$ cat src/shared/tcc_pkg.sv
// Purpose: shared constants and types of the timer capture/compare block
// Assumes: byte-wide registers, one per aligned 32-bit Wishbone word
// Notes:   offsets are byte addresses; data sits in bits 7:0
package tcc_pkg;

   // ---------------------------------------------------------------
   // bus geometry
   // ---------------------------------------------------------------
   localparam int unsigned TCC_ADR_W = 8;

   // ---------------------------------------------------------------
   // register offsets
   // ---------------------------------------------------------------
   localparam logic [7:0] TCC_OFF_CTRL1   = 8'h00;
   localparam logic [7:0] TCC_OFF_CTRL2   = 8'h04;
   localparam logic [7:0] TCC_OFF_STATUS  = 8'h08;
   localparam logic [7:0] TCC_OFF_CAP1_HI = 8'h0C;
   localparam logic [7:0] TCC_OFF_CAP1_LO = 8'h10;
   localparam logic [7:0] TCC_OFF_CMP1_HI = 8'h14;
   localparam logic [7:0] TCC_OFF_CMP1_LO = 8'h18;
   localparam logic [7:0] TCC_OFF_CAP2_HI = 8'h1C;
   localparam logic [7:0] TCC_OFF_CAP2_LO = 8'h20;
   localparam logic [7:0] TCC_OFF_CMP2_HI = 8'h24;
   localparam logic [7:0] TCC_OFF_CMP2_LO = 8'h28;
   localparam logic [7:0] TCC_OFF_CNT_HI  = 8'h2C;
   localparam logic [7:0] TCC_OFF_CNT_LO  = 8'h30;
   localparam logic [7:0] TCC_OFF_ALT_HI  = 8'h34;
   localparam logic [7:0] TCC_OFF_ALT_LO  = 8'h38;

   // ---------------------------------------------------------------
   // reset and load values
   // ---------------------------------------------------------------
   localparam logic [15:0] TCC_CNT_RESET  = 16'hFFFC;
   localparam logic [15:0] TCC_CAP_PULSE  = 16'hFFFD;
   localparam logic [15:0] TCC_CNT_TOP    = 16'hFFFF;
   localparam logic [15:0] TCC_CMP_RESET  = 16'h8000;
   localparam logic [7:0]  TCC_CTRL_RESET = 8'h00;

   // ---------------------------------------------------------------
   // prescaler: tick when the masked divider count is all ones
   // ---------------------------------------------------------------
   localparam logic [2:0] TCC_DIV2_MASK = 3'h1;
   localparam logic [2:0] TCC_DIV4_MASK = 3'h3;
   localparam logic [2:0] TCC_DIV8_MASK = 3'h7;

   typedef enum logic [1:0] {
      TCC_CLK_DIV2 = 2'b00,
      TCC_CLK_DIV4 = 2'b01,
      TCC_CLK_DIV8 = 2'b10,
      TCC_CLK_EXT  = 2'b11
   } tcc_clk_sel_type;

   // ---------------------------------------------------------------
   // control register layouts, bit 7 first
   // ---------------------------------------------------------------
   typedef struct packed {
      logic capture_irq_enable;
      logic compare_irq_enable;
      logic wrap_irq_enable;
      logic force_output_level2;
      logic force_output_level1;
      logic compare_output_level2;
      logic compare_output_level1;
      logic capture_edge_select1;
   } tcc_control_one_type;

   typedef struct packed {
      logic            compare_output_enable1;
      logic            compare_output_enable2;
      logic            single_pulse_select;
      logic            pwm_select;
      tcc_clk_sel_type timer_clock_select;
      logic            ext_clock_edge_select;
      logic            capture_edge_select2;
   } tcc_control_two_type;

   typedef struct packed {
      logic       capture_flag1;
      logic       compare_flag1;
      logic       counter_wrap_flag;
      logic       capture_flag2;
      logic       compare_flag2;
      logic [2:0] unused;
   } tcc_timer_status_type;

endpackage

$ cat src/hdl/tcc_timer.sv
// Purpose: 16-bit timer with two captures, two compares, forcing and single pulse
// Assumes: classic Wishbone slave, byte registers in data bits 7:0
// Notes:   cpu_irq_mask_i is the processor's global interrupt mask
//
// Operation
// - active capture pin edge copies the counter into that capture register
// - one edge-select bit per capture pin picks rising or falling
// - capture sets its flag; interrupt when enabled and cpu mask clear
// - capture flag clears by status read then capture low byte access
// - capture high read blocks captures and flag until low byte read, except flag one set by pwm wrap
// - capture register always holds the newest capture value
// - capture inputs always connected; any qualifying edge captures
// - single pulse and pwm modes: only capture channel two captures
// - both compare registers compared with counter every timer tick
// - match sets compare flag, drives level if enabled, may interrupt
// - compare registers read/write, untouched by hardware, reset 8000h
// - compare pin latches are low while reset is active
// - compare flag clears by status read then compare low byte access
// - compare high write stops matching until compare low write
// - output enable clear: pin not driven, match may still interrupt
// - flag and pin update during the counter state equal to compare
// - force bit copies level to pin if enabled, no flag; ignored in pulse/pwm
// - single pulse bit uses capture one trigger, compare one timing
// - pulse trigger: counter FFFCh, level two out, flag one, capture FFFDh
// - pulse mode match on compare one drives level one, ending pulse
// - pulse mode never sets compare flag one; channel two pinless
// - pwm and single pulse both set means pwm only
// - counter starts at FFFCh after reset and counter low write
// - clock select: cpu clock over 2, 4, 8, or external pin
`timescale 1ns/100ps
`default_nettype none
module tcc_timer (
   input  wire logic                          clk_i,
   input  wire logic                          rst_i,
   input  wire logic                          cyc_i,
   input  wire logic                          stb_i,
   input  wire logic                          we_i,
   input  wire logic [tcc_pkg::TCC_ADR_W-1:0] adr_i,
   input  wire logic [3:0]                    sel_i,
   input  wire logic [31:0]                   dat_i,
   output logic      [31:0]                   dat_o,
   output logic                               ack_o,
   input  wire logic                          cpu_irq_mask_i,
   input  wire logic [1:0]                    capture_pin_i,
   input  wire logic                          external_timer_clock_pin_i,
   output logic      [1:0]                    compare_pin_o,
   output logic      [1:0]                    compare_pin_oe_o,
   output logic                               timer_irq_o
);
   import tcc_pkg::*;

   // ---------------------------------------------------------------
   // state
   // ---------------------------------------------------------------
   tcc_control_one_type  ctrl1_q;
   tcc_control_one_type  ctrl1_wr;
   tcc_control_two_type  ctrl2_q;
   tcc_timer_status_type status_rd;
   logic [15:0]          cnt_q;
   logic [15:0]          cnt_d;
   logic                 cnt_new_q;
   logic [2:0]           presc_q;
   logic [15:0]          cap_q [2];
   logic [15:0]          cmp_q [2];
   logic [1:0]           cap_inh_q;
   logic [1:0]           cmp_arm_q;
   logic [1:0]           icf_q;
   logic [1:0]           icf_d;
   logic [1:0]           icf_arm_q;
   logic [1:0]           ocf_q;
   logic [1:0]           ocf_d;
   logic [1:0]           ocf_arm_q;
   logic                 wrap_flag_q;
   logic                 wrap_arm_q;
   logic [7:0]           cnt_buf_q;
   logic                 cnt_buf_vld_q;
   logic [1:0]           pin_q;
   logic [1:0]           pin_d;
   logic                 ack_q;
   logic [7:0]           rd_byte_q;
   logic [7:0]           rd_byte;

   // ---------------------------------------------------------------
   // bus decode
   // ---------------------------------------------------------------
   wire acc = cyc_i & stb_i & ~ack_q;
   wire wr  = acc & we_i & sel_i[0];
   wire rd  = acc & ~we_i;

   // request passed as an argument: a net read only inside the function
   // would not wake the continuous assignments that call it
   wire [8:0] req = {acc, adr_i};

   function automatic logic hit(input logic [8:0] rq, input logic [7:0] off);
      hit = rq[8] && (rq[7:0] == off);
   endfunction

   wire        wr_ctrl1  = wr & hit(req, TCC_OFF_CTRL1);
   wire        wr_ctrl2  = wr & hit(req, TCC_OFF_CTRL2);
   wire        rd_status = rd & hit(req, TCC_OFF_STATUS);
   wire [1:0]  rd_cap_hi = {rd & hit(req, TCC_OFF_CAP2_HI), rd & hit(req, TCC_OFF_CAP1_HI)};
   wire [1:0]  rd_cap_lo = {rd & hit(req, TCC_OFF_CAP2_LO), rd & hit(req, TCC_OFF_CAP1_LO)};
   wire [1:0]  ac_cap_lo = {hit(req, TCC_OFF_CAP2_LO), hit(req, TCC_OFF_CAP1_LO)};
   wire [1:0]  wr_cmp_hi = {wr & hit(req, TCC_OFF_CMP2_HI), wr & hit(req, TCC_OFF_CMP1_HI)};
   wire [1:0]  wr_cmp_lo = {wr & hit(req, TCC_OFF_CMP2_LO), wr & hit(req, TCC_OFF_CMP1_LO)};
   wire [1:0]  ac_cmp_lo = {hit(req, TCC_OFF_CMP2_LO), hit(req, TCC_OFF_CMP1_LO)};
   wire        ac_cnt_lo = hit(req, TCC_OFF_CNT_LO);
   wire        rd_cnt_hi = rd & (hit(req, TCC_OFF_CNT_HI) | hit(req, TCC_OFF_ALT_HI));
   wire        rd_cnt_lo = rd & (hit(req, TCC_OFF_CNT_LO) | hit(req, TCC_OFF_ALT_LO));
   wire        wr_cnt_lo = wr & (hit(req, TCC_OFF_CNT_LO) | hit(req, TCC_OFF_ALT_LO));

   // ---------------------------------------------------------------
   // modes
   // ---------------------------------------------------------------
   wire pwm = ctrl2_q.pwm_select;
   wire pulse = ctrl2_q.single_pulse_select & ~pwm;
   wire spc = pulse | pwm;

   // force bits never stored; they act only on the writing cycle
   assign ctrl1_wr = tcc_control_one_type'(dat_i[7:0]);

   // ---------------------------------------------------------------
   // pin edges
   // ---------------------------------------------------------------
   logic [1:0] cap_ev;
   logic       ext_ev;

   tcc_edge_sync u_cap1 (
      .clk_i        (clk_i),
      .rst_i        (rst_i),
      .pin_i        (capture_pin_i[0]),
      .rising_sel_i (ctrl1_q.capture_edge_select1),
      .event_o      (cap_ev[0])
   );

   tcc_edge_sync u_cap2 (
      .clk_i        (clk_i),
      .rst_i        (rst_i),
      .pin_i        (capture_pin_i[1]),
      .rising_sel_i (ctrl2_q.capture_edge_select2),
      .event_o      (cap_ev[1])
   );

   tcc_edge_sync u_ext (
      .clk_i        (clk_i),
      .rst_i        (rst_i),
      .pin_i        (external_timer_clock_pin_i),
      .rising_sel_i (ctrl2_q.ext_clock_edge_select),
      .event_o      (ext_ev)
   );

   // ---------------------------------------------------------------
   // timer clock and counter
   // ---------------------------------------------------------------
   logic [2:0] div_mask;
   logic       tick;

   always_comb begin
      div_mask = TCC_DIV8_MASK;
      unique case (ctrl2_q.timer_clock_select)
         TCC_CLK_DIV2: div_mask = TCC_DIV2_MASK;
         TCC_CLK_DIV4: div_mask = TCC_DIV4_MASK;
         TCC_CLK_DIV8: div_mask = TCC_DIV8_MASK;
         TCC_CLK_EXT:  div_mask = TCC_DIV8_MASK;
      endcase
   end

   assign tick = (ctrl2_q.timer_clock_select == TCC_CLK_EXT) ? ext_ev
               : ((presc_q & div_mask) == div_mask);

   logic [1:0] cmp_eq;
   wire        pulse_trig = pulse & cap_ev[0];
   wire        pulse_load = pulse_trig & ~cap_inh_q[0];
   wire        pwm_wrap   = pwm & cmp_eq[1];
   wire        reload     = wr_cnt_lo | pulse_trig | pwm_wrap;
   wire        wrap       = tick & ~reload & (cnt_q == TCC_CNT_TOP);

   assign cnt_d = reload ? TCC_CNT_RESET
                : tick   ? cnt_q + 16'h0001
                : cnt_q;

   // ---------------------------------------------------------------
   // compare matching, one event per counter state
   // ---------------------------------------------------------------
   // a match is evaluated only in the cycle after the counter moved, so a
   // flag cleared while the counter dwells on the value is not set again
   assign cmp_eq[0] = cnt_new_q & cmp_arm_q[0] & (cnt_q == cmp_q[0]);
   assign cmp_eq[1] = cnt_new_q & cmp_arm_q[1] & (cnt_q == cmp_q[1]);
   wire [1:0] ocf_set = {cmp_eq[1] & ~pwm, cmp_eq[0] & ~spc};

   // ---------------------------------------------------------------
   // capture qualification
   // ---------------------------------------------------------------
   wire [1:0] cap_ok  = {cap_ev[1] & ~cap_inh_q[1], cap_ev[0] & ~cap_inh_q[0] & ~spc};
   wire [1:0] icf_set = {cap_ok[1], cap_ok[0] | pulse_load | pwm_wrap};

   // ---------------------------------------------------------------
   // flags: set wins over clear
   // ---------------------------------------------------------------
   wire [1:0] icf_clr = icf_arm_q & ac_cap_lo;
   wire [1:0] ocf_clr = ocf_arm_q & ac_cmp_lo;
   wire       wrap_clr = wrap_arm_q & ac_cnt_lo;

   assign icf_d = icf_set | (icf_q & ~icf_clr);
   assign ocf_d = ocf_set | (ocf_q & ~ocf_clr);

   // ---------------------------------------------------------------
   // compare pin latches
   // ---------------------------------------------------------------
   wire       force_ok = wr_ctrl1 & ~spc;
   wire [1:0] lvl_now  = {ctrl1_q.compare_output_level2, ctrl1_q.compare_output_level1};
   wire [1:0] lvl_wr   = {ctrl1_wr.compare_output_level2, ctrl1_wr.compare_output_level1};
   wire [1:0] force_on = {force_ok & ctrl1_wr.force_output_level2,
                          force_ok & ctrl1_wr.force_output_level1};
   wire [1:0] oe       = {ctrl2_q.compare_output_enable2, ctrl2_q.compare_output_enable1};

   always_comb begin
      pin_d = pin_q;
      if (pwm) begin
         if (oe[0] && cmp_eq[1]) begin
            pin_d[0] = lvl_now[1];
         end else if (oe[0] && cmp_eq[0]) begin
            pin_d[0] = lvl_now[0];
         end
      end else if (pulse) begin
         if (oe[0] && pulse_trig) begin
            pin_d[0] = lvl_now[1];
         end else if (oe[0] && cmp_eq[0]) begin
            pin_d[0] = lvl_now[0];
         end
      end else begin
         for (int i = 0; i < 2; i++) begin
            if (oe[i] && force_on[i]) begin
               pin_d[i] = lvl_wr[i];
            end else if (oe[i] && cmp_eq[i]) begin
               pin_d[i] = lvl_now[i];
            end
         end
      end
   end

   // ---------------------------------------------------------------
   // read data
   // ---------------------------------------------------------------
   assign status_rd = '{capture_flag1:     icf_q[0],
                        compare_flag1:     ocf_q[0],
                        counter_wrap_flag: wrap_flag_q,
                        capture_flag2:     icf_q[1],
                        compare_flag2:     ocf_q[1],
                        unused:            3'h0};

   wire [7:0] cnt_lo_view = cnt_buf_vld_q ? cnt_buf_q : cnt_q[7:0];

   always_comb begin
      rd_byte = 8'h00;
      unique case (adr_i)
         TCC_OFF_CTRL1:   rd_byte = ctrl1_q;
         TCC_OFF_CTRL2:   rd_byte = ctrl2_q;
         TCC_OFF_STATUS:  rd_byte = status_rd;
         TCC_OFF_CAP1_HI: rd_byte = cap_q[0][15:8];
         TCC_OFF_CAP1_LO: rd_byte = cap_q[0][7:0];
         TCC_OFF_CMP1_HI: rd_byte = cmp_q[0][15:8];
         TCC_OFF_CMP1_LO: rd_byte = cmp_q[0][7:0];
         TCC_OFF_CAP2_HI: rd_byte = cap_q[1][15:8];
         TCC_OFF_CAP2_LO: rd_byte = cap_q[1][7:0];
         TCC_OFF_CMP2_HI: rd_byte = cmp_q[1][15:8];
         TCC_OFF_CMP2_LO: rd_byte = cmp_q[1][7:0];
         TCC_OFF_CNT_HI:  rd_byte = cnt_q[15:8];
         TCC_OFF_CNT_LO:  rd_byte = cnt_lo_view;
         TCC_OFF_ALT_HI:  rd_byte = cnt_q[15:8];
         TCC_OFF_ALT_LO:  rd_byte = cnt_lo_view;
         default:         rd_byte = 8'h00;
      endcase
   end

   // ---------------------------------------------------------------
   // bus and control registers
   // ---------------------------------------------------------------
   always_ff @(posedge clk_i) begin
      if (rst_i) begin
         ack_q     <= 1'b0;
         rd_byte_q <= 8'h00;
         ctrl1_q   <= tcc_control_one_type'(TCC_CTRL_RESET);
         ctrl2_q   <= tcc_control_two_type'(TCC_CTRL_RESET);
      end else begin
         ack_q     <= acc;
         rd_byte_q <= rd ? rd_byte : 8'h00;
         if (wr_ctrl1) begin
            ctrl1_q                     <= ctrl1_wr;
            ctrl1_q.force_output_level1 <= 1'b0;
            ctrl1_q.force_output_level2 <= 1'b0;
         end
         if (wr_ctrl2) begin
            ctrl2_q <= tcc_control_two_type'(dat_i[7:0]);
         end
      end
   end

   // ---------------------------------------------------------------
   // counter, prescaler and read buffer
   // ---------------------------------------------------------------
   always_ff @(posedge clk_i) begin
      if (rst_i) begin
         cnt_q         <= TCC_CNT_RESET;
         cnt_new_q     <= 1'b1;
         presc_q       <= 3'h0;
         cnt_buf_q     <= 8'h00;
         cnt_buf_vld_q <= 1'b0;
      end else begin
         cnt_q     <= cnt_d;
         cnt_new_q <= reload | tick;
         presc_q   <= presc_q + 3'h1;
         // high byte read freezes the low byte until the low byte is read
         if (rd_cnt_hi && !cnt_buf_vld_q) begin
            cnt_buf_q     <= cnt_q[7:0];
            cnt_buf_vld_q <= 1'b1;
         end else if (rd_cnt_lo) begin
            cnt_buf_vld_q <= 1'b0;
         end
      end
   end

   // ---------------------------------------------------------------
   // capture and compare registers
   // ---------------------------------------------------------------
   always_ff @(posedge clk_i) begin
      if (rst_i) begin
         cap_q[0]  <= 16'h0000;
         cap_q[1]  <= 16'h0000;
         cmp_q[0]  <= TCC_CMP_RESET;
         cmp_q[1]  <= TCC_CMP_RESET;
         cap_inh_q <= 2'b00;
         cmp_arm_q <= 2'b11;
      end else begin
         for (int i = 0; i < 2; i++) begin
            if (cap_ok[i]) begin
               cap_q[i] <= cnt_q;
            end
            if (wr_cmp_hi[i]) begin
               cmp_q[i][15:8] <= dat_i[7:0];
               cmp_arm_q[i]   <= 1'b0;
            end
            if (wr_cmp_lo[i]) begin
               cmp_q[i][7:0] <= dat_i[7:0];
               cmp_arm_q[i]  <= 1'b1;
            end
            if (rd_cap_hi[i]) begin
               cap_inh_q[i] <= 1'b1;
            end else if (rd_cap_lo[i]) begin
               cap_inh_q[i] <= 1'b0;
            end
         end
         if (pulse_load) begin
            cap_q[0] <= TCC_CAP_PULSE;
         end
      end
   end

   // ---------------------------------------------------------------
   // flags, clear arming and pin latches
   // ---------------------------------------------------------------
   always_ff @(posedge clk_i) begin
      if (rst_i) begin
         icf_q     <= 2'b00;
         ocf_q     <= 2'b00;
         wrap_flag_q <= 1'b0;
         icf_arm_q   <= 2'b00;
         ocf_arm_q   <= 2'b00;
         wrap_arm_q  <= 1'b0;
         pin_q     <= 2'b00;
      end else begin
         icf_q <= icf_d;
         ocf_q <= ocf_d;
         wrap_flag_q <= wrap | (wrap_flag_q & ~wrap_clr);
         pin_q <= pin_d;
         // the status read arms exactly the flags that were set when read
         if (rd_status) begin
            icf_arm_q <= icf_q;
            ocf_arm_q <= ocf_q;
            wrap_arm_q <= wrap_flag_q;
         end else begin
            icf_arm_q <= icf_arm_q & ~ac_cap_lo;
            ocf_arm_q <= ocf_arm_q & ~ac_cmp_lo;
            wrap_arm_q <= wrap_arm_q & ~ac_cnt_lo;
         end
      end
   end

   // ---------------------------------------------------------------
   // outputs
   // ---------------------------------------------------------------
   assign ack_o            = ack_q;
   assign dat_o            = {24'h000000, rd_byte_q};
   assign compare_pin_o    = pin_q;
   // in single pulse and pwm modes channel two never drives its pin
   assign compare_pin_oe_o = {oe[1] & ~spc, oe[0]};

   // request stays pending in the flags until unmasked
   assign timer_irq_o = ~cpu_irq_mask_i &
                        ((ctrl1_q.capture_irq_enable & (|icf_q)) |
                         (ctrl1_q.compare_irq_enable & (|ocf_q)) |
                         (ctrl1_q.wrap_irq_enable & wrap_flag_q));
endmodule
`default_nettype wire

$ cat src/hdl/tcc_edge_sync.sv
// Purpose: synchronise one timer pin and flag its selected edge
// Assumes: pin may change at any time relative to clk_i
// Notes:   event is one clk_i cycle wide, two edges after the pin moves
`timescale 1ns/100ps
`default_nettype none
module tcc_edge_sync (
   input  wire logic clk_i,
   input  wire logic rst_i,
   input  wire logic pin_i,
   input  wire logic rising_sel_i,
   output logic      event_o
);
   logic meta_q;
   logic sync_q;
   logic last_q;

   // ---------------------------------------------------------------
   // two-flop synchroniser, then edge history
   // ---------------------------------------------------------------
   always_ff @(posedge clk_i) begin
      if (rst_i) begin
         meta_q <= 1'b0;
         sync_q <= 1'b0;
         last_q <= 1'b0;
      end else begin
         meta_q <= pin_i;
         sync_q <= meta_q;
         last_q <= sync_q;
      end
   end

   // only the second stage and its history feed the detector
   assign event_o = rising_sel_i ? (sync_q & ~last_q) : (~sync_q & last_q);
endmodule
`default_nettype wire

$ cat config.mk
export PLATFORM = sky130hd
export DESIGN_NAME = tcc_timer
export DESIGN_NICKNAME = d
export VERILOG_FILES = /design/src/shared/tcc_pkg.sv /design/src/hdl/tcc_timer.sv /design/src/hdl/tcc_edge_sync.sv
export SDC_FILE = /design/constraint.sdc
export NUM_CORES = 1
export LEC_CHECK = 0
export ABC_CLOCK_PERIOD_IN_PS = 1800
export BUFFER_PORTS_ARGS = -buffer_cell sky130_fd_sc_hd__buf_2
export CORE_MARGIN = 5
export CORE_UTILIZATION = 25
export CTS_BUF_LIST = sky130_fd_sc_hd__clkbuf_2 sky130_fd_sc_hd__clkbuf_4 sky130_fd_sc_hd__clkbuf_8
export DETAILED_ROUTE_END_ITERATION = 8
export HOLD_SLACK_MARGIN = 0.1
export PLACE_DENSITY = 0.47
export SLEW_MARGIN = 20
export SYNTH_ARGS = -nofsm -noshare
export SYNTH_HDL_FRONTEND = slang
export SYNTH_SLANG_ARGS = --single-unit
$ cat constraint.sdc
create_clock -name clk_i -period 1.8 [get_ports clk_i]
set_clock_uncertainty 0.05 [all_clocks]
set_input_delay 0.18 -clock clk_i [delete_from_list [all_inputs] [get_ports clk_i]]
set_output_delay 0.18 -clock clk_i [all_outputs]
set_load 0.01 [all_outputs]
==> results of run 1 <==
==> how the worst max path moves through the flow <==
stage               depth (start not counted)          endpoint  slack (ns)         start
floorplan                                   7       wrap_flag_q       -0.02   cmp_q[1][4]
global placement                            6       wrap_flag_q       -0.24   cmp_q[1][4]
detailed placement                          6       wrap_flag_q       -0.28   cmp_q[1][4]
CTS                                         6  compare_pin_o[0]       -0.16  cmp_q[0][12]
global route                                6  compare_pin_o[0]       -0.35   cmp_q[0][9]
finish                                      7  compare_pin_o[1]       -0.22   cmp_q[1][5]
==> worst reg2reg max path: cells and delay by family, from the launching register on <==
kind | cells | cell delay [ns]
mux | 1 | 0.16
compound gates | 2 | 0.37
flops | 1 | 0.46
simple gates | 2 | 0.52
buf+inv | 1 | 0.20
xor+xnor | 1 | 0.18
==> area by class of cell <==
type / count / area share (%)
Tap cell: 384 / 4.902
Timing Repair Buffer: 221 / 18.96
Sequential cell: 141 / 33.79
Clock buffer: 17 / 2.387
Inverter: 10 / 0.4085
Clock inverter: 15 / 1.430
Multi-Input combinational cell: 553 / 38.13
==> power breakdown <==
| part | switching [mW] | internal, mW |
|---|---|---|
| combinational | 0.391 | 0.346 |
| clock | 1.48 | 1.03 |
| sequential | 0.0779 | 3.37 |
==> registers in the layout, summed over array words and instances (netlist names), 2 cells and up <==
| name | cells |
|---|---|
| compare_pin_o | 2 |
| cnt_q | 16 |
| ocf_arm_q | 2 |
| presc_q | 3 |
| ctrl2_q | 6 |
| ocf_q | 2 |
| cmp_arm_q | 2 |
| cap_q | 32 |
| icf_arm_q | 2 |
| ctrl1_q | 6 |
| cmp_q | 32 |
| icf_q | 2 |
| rd_byte_q | 8 |
| cap_inh_q | 2 |
| cnt_buf_q | 8 |
==> cell families (layout without fill, tap and decap cells) <==
family | count (synthesis) | count (layout) | synth area share (%)
flip-flops | 141 | 141 | 46.00
XOR/XNOR | 43 | 43 | 5.350
AND/OR/NAND/NOR | 312 | 313 | 22.98
other | 1 | 24 | 0.05222
adder cells (fa/ha/maj) | 2 | 2 | 0.3484
AO/OA/AOI/OAI | 141 | 141 | 13.75
buffers and inverters | 95 | 263 | 7.248
multiplexers | 30 | 30 | 4.269
==> synth_stat cells (3+ instances only) <==
library cell,count
a31oi_1,8
o221ai_1,4
a21oi_1,41
a21o_1,4
a22o_1,8
a22oi_1,14
mux2i_1,25
nand2b_1,6
nand3_1,30
nor4_1,3
nand3b_1,5
nor2b_1,18
dfxtp_1,93
nand2_1,88
inv_1,9
edfxtp_1,48
nand4_1,10
a32oi_1,5
buf_2,25
mux2_2,5
buf_4,27
a311oi_1,4
nor2_1,65
o21ai_0,16
xor2_1,15
clkbuf_1,27
a222oi_1,3
buf_6,4
and2_1,35
nor3_1,17
a211oi_1,14
and3_1,12
xnor2_1,27
==> what timing repair did <==
action | CTS | global route
endpoints found under the setup margin | 50 | 52
buffers inserted | 5 | 5
resized for setup | 29 | 50
hold endpoints to repair | 48 | 0
pin swaps | 24 | 13
cloned | 4 | 1
hold buffers | 14 | 0
==> metrics by stage <==
step | hold slack [ns] | total power [mW] | setup WS (ns) | std cells
CTS | 0.1438 | 6.741 | -0.1636 | 1340
global route | 0.1650 | 6.956 | -0.3498 | 1341
finish | 0.1695 | 6.699 | -0.2237 | 1341
floorplan | 0.2582 | 3.859 | -0.02264 | 788
global placement | 0.3404 | 4.171 | -0.2360 | 1285
detailed placement | 0.3465 | 4.169 | -0.2781 | 1285
==> per-layer routing <==
| layer | share of wire (%) | global-route usage [%] | vias up |
|---|---|---|---|
| met2 | 46 | 24.71 | 202 |
| li1 | - | - | 3036 |
| met5 | 0 | 0 | - |
| met3 | 4.6 | 2.870 | 48 |
| met4 | 3.2 | 5.334 | 0 |
| met1 | 46 | 21.80 | 3087 |
==> results.py, run 1 <==
metrics = {
    "yosys": {
        "synth.avg_cell_area_um2": 9.386,
        "synthTopCellsByArea": "dfxtp_1 (26%), edfxtp_1 (20%), nand2_1 (4.6%), mux2i_1 (3.5%), nor2_1 (3.4%)",
        "ys_seq_area_share_pct": 46.00,
        "synth_edf_count": 48,
        "synth_top_area_share_pct": 25.93,
        "yosysTopAreaCell": "dfxtp_1",
        "synthArstFlopShare_pct": 0,
        "synthesis.instances": 765,
        "ys_seq_elements": 141,
        "netlist_area_um2": 7181,
        "synth_warnings": 0,
        "synth-main-ff-cell": "dfxtp_1",
        "synth.distinct_cells": 72,
    },
    "sta": {
        "min_period_ns": 2.024,
        "rsz0062_at_grt": "yes",
        "post-route-period-util_pct": 112.4,
        "setup_ws_ns": -0.2237,
        "fmax_mhz": 494.1,
        "hold_viol": 0,
        "maxSlewViolCount": 0,
        "setup_viol": 38,
        "fin_setup_tns_ns": -3.804,
    },
    "setup_path": {
        "worst-setup-path-type": "reg2reg",
        "slowest_stage": "edfxtp_1",
        "crit_required_ns": 2.14,
        "crit_arrival_ns": 2.36,
        "path_cells": "xnor2_2, o2111ai_2, nor4_4, buf_4, nand4_1, mux2i_1, a211oi_1",
        "r2r-start": "cmp_q[1][5]",
        "ff2ff_setup_slack_ns": -0.22,
        "cpLargestDelayFamily": "simple AND/OR/NAND/NOR gates",
        "r2r_cells": 7,
        "r2r_end": "compare_pin_o[1]",
        "worst-path-max-fanout": 3,
        "max_stage_delay_ns": 0.46,
        "cp_num_buf_inv": 1,
        "start_kind": "flip-flop",
        "end_kind": "flip-flop",
    },
    "route": {
        "drtIter0Drc": 497,
        "wl_per_cell_um": 19.39,
        "post-route-drc-count": 0,
        "vias": 6373,
        "vias_per_cell": 4.752,
        "wirelength_um": 26000,
        "first_pass_iters": 5,
        "drt.antenna.violating_nets": 0,
    },
    "clock_network": {
        "cts_buffer_depth": 2,
        "insertion_delay_ns": 0.48,
        "clock_sinks": 141,
        "cts_root_buf": "clkbuf_8",
        "h-tree-depth": 4,
        "path_clk_slew_ns": 0.10,
        "numCtsBuffers": 17,
        "cts_tree": "done",
    },
    "placement": {
        "place.port_buffers": 39,
        "hpwl_um": 19660,
        "routabilityCongestion": 0.9080,
        "place_area_um2": 8864,
    },
    "die": {
        "ios": 91,
        "start_util_pct": 25.15,
        "die-area_um2": 32210,
        "coreArea_um2": 28550,
        "die_x_um": 179.5,
        "die_h_um": 179.5,
        "rows": 62,
    },
    "hold_path": {
        "hold_end": "cnt_buf_vld_q",
        "hold_path_class": "in2reg",
        "holdPathStages": 6,
        "hp-start": "we_i",
    },
    "finish": {
        "ff_latch_area_um2": 3312,
        "diodes": 0,
        "finalNetCount": 999,
        "syn_to_final_growth_pct": 36.50,
        "final_util_pct": 34.34,
        "fillers": 2994,
        "layout_common_cells": "buf_4 (141), dfxtp_1 (88), nand2_1 (79)",
        "fin_area_um2": 9802,
        "final_common_cell": "buf_4",
        "multiInputGateArea_um2": 3737,
        "drive_above_1_share_pct": 33.65,
    },
    "grt": {
        "grt_max_degree": 28,
        "grt_pass1_vias": 6280,
        "antenna_found_initial": 0,
        "grt_pass1_wl_um": 38960,
        "grt_overflow": 0,
        "track_usage_pct": 15.71,
    },
    "power_and_ir_drop": {
        "irDropWorstVdd_v": 0.0003299,
        "leakagePower_nw": 3.709,
        "power_per_cell_area_nw_per_um2": 683.5,
    },
    "outcome": {
        "status": "finished, violations left",
        "violations": "setup timing",
    },
    "flow_run": {
        "cap_violations": 0,
    },
}
No activity file was read; power rests on OpenSTA's default activity.
==> inputs of run 2 (changes only) <==
- CELL_PAD_IN_SITES_DETAIL_PLACEMENT: default -> 0
- CELL_PAD_IN_SITES_GLOBAL_PLACEMENT: default -> 1
- PLACE_DENSITY: 0.47 -> 0.57
==> results.py, run 2 (synthesized netlist as in run 1, its figures left out) <==
metrics = {
    "sta": {
        "max-slew-margin-rel_pct": 62.97,
        "fmax_mhz": 498.6,
        "min_period_ns": 2.005,
        "fin_setup_tns_ns": -2.398,
        "maxSlewViolCount": 0,
        "rsz0062_at_grt": "yes",
        "post-route-period-util_pct": 111.4,
        "setup_ws_ns": -0.2055,
        "hold_viol": 0,
        "hold_slack_ns": 0.1869,
        "tightest_slew_ns": 0.5555,
        "setup_viol": 29,
    },
    "setup_path": {
        "max_stage_delay_ns": 0.44,
        "worst-setup-path-type": "reg2reg",
        "path_cells": "xnor2_1, nand4_1, nor4_4, buf_4, nand4_1, mux2i_1, a211oi_1",
        "ff2ff_setup_slack_ns": -0.21,
        "r2r_end": "compare_pin_o[1]",
        "slowest_stage": "edfxtp_1",
        "critPathCapture": "compare_pin_o[1]",
        "r2r-start": "cmp_q[1][14]",
        "crit_required_ns": 2.13,
        "worst-path-max-fanout": 3,
        "crit_arrival_ns": 2.33,
        "crit_path_frequent_cell": "nand4_1",
        "r2r_cells": 7,
        "critPathLaunch": "cmp_q[1][14]",
        "start_kind": "flip-flop",
        "end_kind": "flip-flop",
    },
    "clock_network": {
        "cts_root_buf": "clkbuf_8",
        "cts_tree": "done",
        "cts_buffer_depth": 2,
        "h-tree-depth": 4,
        "path_clk_slew_ns": 0.09,
        "clock_sinks": 141,
        "numCtsBuffers": 17,
        "insertion_delay_ns": 0.47,
    },
    "power_and_ir_drop": {
        "power_per_cell_area_nw_per_um2": 697.2,
        "leakagePower_nw": 3.683,
        "totalPowerFinal_mw": 6.799,
        "irDropWorstVdd_v": 0.0006437,
    },
    "route": {
        "wl_per_cell_um": 19.47,
        "vias": 6305,
        "drtIter0Drc": 529,
        "first_pass_iters": 5,
        "vias_per_cell": 4.726,
        "wirelength_um": 25980,
        "post-route-drc-count": 0,
        "drt.antenna.violating_nets": 0,
    },
    "finish": {
        "multiInputGateArea_um2": 3734,
        "diodes": 0,
        "fillers": 2982,
        "ff_latch_area_um2": 3312,
        "layout_common_cells": "buf_4 (135), dfxtp_1 (88), nand2_1 (77)",
        "top_regs": "cap_q x32, cmp_q x32, cnt_q x16",
        "drive_above_1_share_pct": 33.89,
        "final_common_cell": "buf_4",
        "fin_area_um2": 9752,
        "syn_to_final_growth_pct": 35.81,
        "finalNetCount": 992,
    },
    "die": {
        "rows": 62,
        "coreArea_um2": 28550,
        "die-area_um2": 32210,
        "die_x_um": 179.5,
        "start_util_pct": 25.15,
        "die_h_um": 179.5,
        "ios": 91,
    },
    "outcome": {
        "violations": "setup timing",
        "status": "finished, violations left",
    },
    "hold_path": {
        "hold_path_class": "in2reg",
        "hp-start": "we_i",
    },
    "placement": {
        "hpwl_um": 19650,
        "place.port_buffers": 39,
        "routabilityCongestion": 0.8905,
        "place_ws_ns": -0.2447,
        "place_area_um2": 8786,
    },
    "grt": {
        "track_usage_pct": 15.69,
        "antenna_found_initial": 0,
        "grt_overflow": 0,
        "grt_pass1_vias": 6162,
        "grt_pass1_wl_um": 38740,
        "grt_max_degree": 23,
    },
    "flow_run": {
        "cap_violations": 0,
    },
}
-- run 2: report_power, final --
group	leakage, nW	switching (mW)	internal, mW
logic	2.24	0.399	0.346
clock network	0.202	1.43	1.18
registers	1.24	0.0682	3.37
total	3.68	1.90	4.90
-- run 2: layout make-up --
type,count,share of cell area [%]
Timing Repair Buffer,215,18.35
Multi-Input combinational cell,552,38.29
Clock inverter,14,1.527
Tap cell,384,4.927
Sequential cell,141,33.96
Clock buffer,18,2.540
Inverter,10,0.4106
-- run 2: critical path: cells and delay by family, from the launching register on --
family	cells	cell delay [ns]
AO/OA/AOI/OAI	1	0.22
XOR/XNOR	1	0.17
buffers and inverters	1	0.20
flip-flops	1	0.44
multiplexers	1	0.15
AND/OR/NAND/NOR	3	0.69
-- run 2: timing repair --
| action | 4_1_cts | 5_1_grt |
|---|---|---|
| resized for setup | 19 | 65 |
| setup endpoints to repair | 47 | 68 |
| setup buffers | 5 | 4 |
| hold endpoints to repair | 41 | 0 |
| hold buffers | 14 | 0 |
| cloned | 1 | 2 |
| pin swaps | 9 | 37 |
-- run 2: how the worst min path moves through the flow --
stage                         end  slack (ns)  cells past startpoint
finish              cnt_buf_vld_q        0.19                      6
detailed placement  u_cap1.meta_q        0.35                      2
CTS                 cnt_buf_vld_q        0.17                      6
global route        cnt_buf_vld_q        0.18                      6
floorplan           u_cap1.meta_q        0.26                      1
global placement    u_cap1.meta_q        0.34                      2
-- run 2: through the flow --
| step | utilization, % | instances |
|---|---|---|
| detailed placement | 30.78 | 1278 |
| finish | 34.16 | 1334 |
| global route | 34.16 | 1334 |
| global placement | 30.78 | 1278 |
| CTS | 33.05 | 1330 |
| floorplan | - | 788 |
-- run 2: routing by layer --
layer	vias to the layer above	track usage [%]	wire length, µm
li1	3008	-	-
met1	3087	22.98	12720
met2	176	23.90	11580
met3	34	2.405	1192
met4	0	4.663	480
met5	-	0	0
==> inputs of run 3 (changes only) <==
- SKIP_CTS_REPAIR_TIMING: default -> 1
==> results.py, run 3 (synthesized netlist as in run 1, its figures left out) <==
metrics = {
    "placement": {
        "routabilityCongestion": 0.8905,
        "place.port_buffers": 39,
        "place_area_um2": 8786,
        "hpwl_um": 19650,
    },
    "setup_path": {
        "max_stage_delay_ns": 0.41,
        "cp_num_buf_inv": 2,
        "start_kind": "flip-flop",
        "end_kind": "flip-flop",
        "crit_required_ns": 2.12,
        "crit_arrival_ns": 2.33,
        "worst-path-max-fanout": 4,
        "path_cells": "inv_1, a222oi_1, nor3b_2, buf_4, nand4_2, a21o_1, a311oi_2",
        "slowest_stage": "dfxtp_2",
        "cpLargestDelayFamily": "compound AO/OA/AOI/OAI gates",
        "worst-setup-path-type": "reg2reg",
    },
    "clock_network": {
        "cts_tree": "done",
        "numCtsBuffers": 17,
        "h-tree-depth": 4,
        "cts_buffer_depth": 2,
        "clock_sinks": 141,
        "cts_root_buf": "clkbuf_8",
        "insertion_delay_ns": 0.47,
        "path_clk_slew_ns": 0.09,
    },
    "power_and_ir_drop": {
        "power_per_cell_area_nw_per_um2": 697.2,
        "irDropWorstVdd_v": 0.0006443,
        "totalPowerFinal_mw": 6.799,
        "leakagePower_nw": 3.688,
    },
    "finish": {
        "final_common_cell": "buf_4",
        "layout_common_cells": "buf_4 (136), dfxtp_1 (89), nand2_1 (79)",
        "top_regs": "cap_q x32, cmp_q x32, cnt_q x16",
        "finalNetCount": 992,
        "diodes": 0,
        "final_util_pct": 34.16,
        "fillers": 2980,
        "syn_to_final_growth_pct": 35.81,
        "fin_area_um2": 9752,
        "drive_above_1_share_pct": 33.58,
    },
    "die": {
        "ios": 91,
        "die-area_um2": 32210,
        "rows": 62,
        "start_util_pct": 25.15,
        "die_h_um": 179.5,
        "coreArea_um2": 28550,
        "die_x_um": 179.5,
    },
    "route": {
        "wl_per_cell_um": 19.67,
        "first_pass_iters": 6,
        "wirelength_um": 26240,
        "vias": 6343,
        "post-route-drc-count": 0,
        "vias_per_cell": 4.755,
        "drtIter0Drc": 576,
        "drt.antenna.violating_nets": 0,
    },
    "outcome": {
        "violations": "setup timing",
        "status": "finished, violations left",
    },
    "sta": {
        "post-route-period-util_pct": 111.6,
        "fmax_mhz": 498.0,
        "setup_viol": 43,
        "setup_ws_ns": -0.2080,
        "tightest_slew_ns": 0.5414,
        "maxSlewViolCount": 0,
        "rsz0062_at_grt": "yes",
        "max-slew-margin-rel_pct": 63.91,
        "hold_viol": 0,
        "min_period_ns": 2.008,
    },
    "hold_path": {
        "hold_path_class": "in2reg",
    },
    "grt": {
        "antenna_found_initial": 0,
        "grt_max_degree": 23,
        "grt_overflow": 0,
        "grt_pass1_wl_um": 38240,
        "track_usage_pct": 15.50,
        "grt_pass1_vias": 6073,
    },
    "flow_run": {
        "cap_violations": 0,
    },
}
-- run 3: changes by cell type in the layout (fill, tap and decap cells not counted), moves of 2 or more --
cell	previous run	this run
nor2_4	3	6
nand2_1	77	79
nor2_2	5	2
nor3_1	12	15
nor3_2	6	3
a211oi_1	4	1
nand2_2	11	9
a211oi_2	10	13
-- run 3: final timing paths --
path | slack [ns] | to | cells past startpoint | startpoint
min | 0.13 | icf_q[1] | 2 | rst_i
max reg2reg | -0.21 | compare_pin_o[0] | 7 | cnt_q[1]
max | -0.21 | compare_pin_o[0] | 7 | cnt_q[1]
min reg2reg | 0.39 | u_cap2.sync_q | 1 | u_cap2.meta_q
-- run 3: layer usage --
metal  up-vias  share of wire (%)  GRT usage [%]
li1       3007                  -              -
met1      3115                 49          22.70
met2       190                 44          23.40
met3        31                4.4          2.546
met4         0                2.0          4.755
met5         -                  0              0
-- run 3: final cells by class --
type / count / area [µm²] / share of cell area [%]
Timing Repair Buffer: 215 / 1800 / 18.46
Clock buffer: 18 / 247.7 / 2.540
Sequential cell: 141 / 3308 / 33.92
Inverter: 10 / 40.04 / 0.4106
Clock inverter: 14 / 148.9 / 1.527
Multi-Input combinational cell: 552 / 3726 / 38.21
Tap cell: 384 / 480.5 / 4.927
-- run 3: metrics by stage --
stage	worst slack, ns	hold WS, ns	std cells	setup TNS, ns
floorplan	-0.02264	0.2582	788	-0.04428
global placement	-0.2012	0.3394	1278	-9.136
detailed placement	-0.2447	0.3470	1278	-10.71
CTS	-0.2388	-0.1668	1310	-4.426
global route	-0.3016	0.1326	1334	-6.613
finish	-0.2080	0.1297	1334	-3.298
-- run 3: power by group --
| group | internal (mW) | switching, mW |
|---|---|---|
| registers | 3.37 | 0.0699 |
| logic | 0.346 | 0.398 |
| clock network | 1.18 | 1.43 |
-- run 3: worst reg2reg max path, delay by kind of cell, from the launching register on --
kind                   cells  cell delay (ns)
and+or+nand+nor            2             0.38
DFF                        1             0.41
buffers and inverters      2             0.27
AOI/OAI and AO/OA          3             0.82
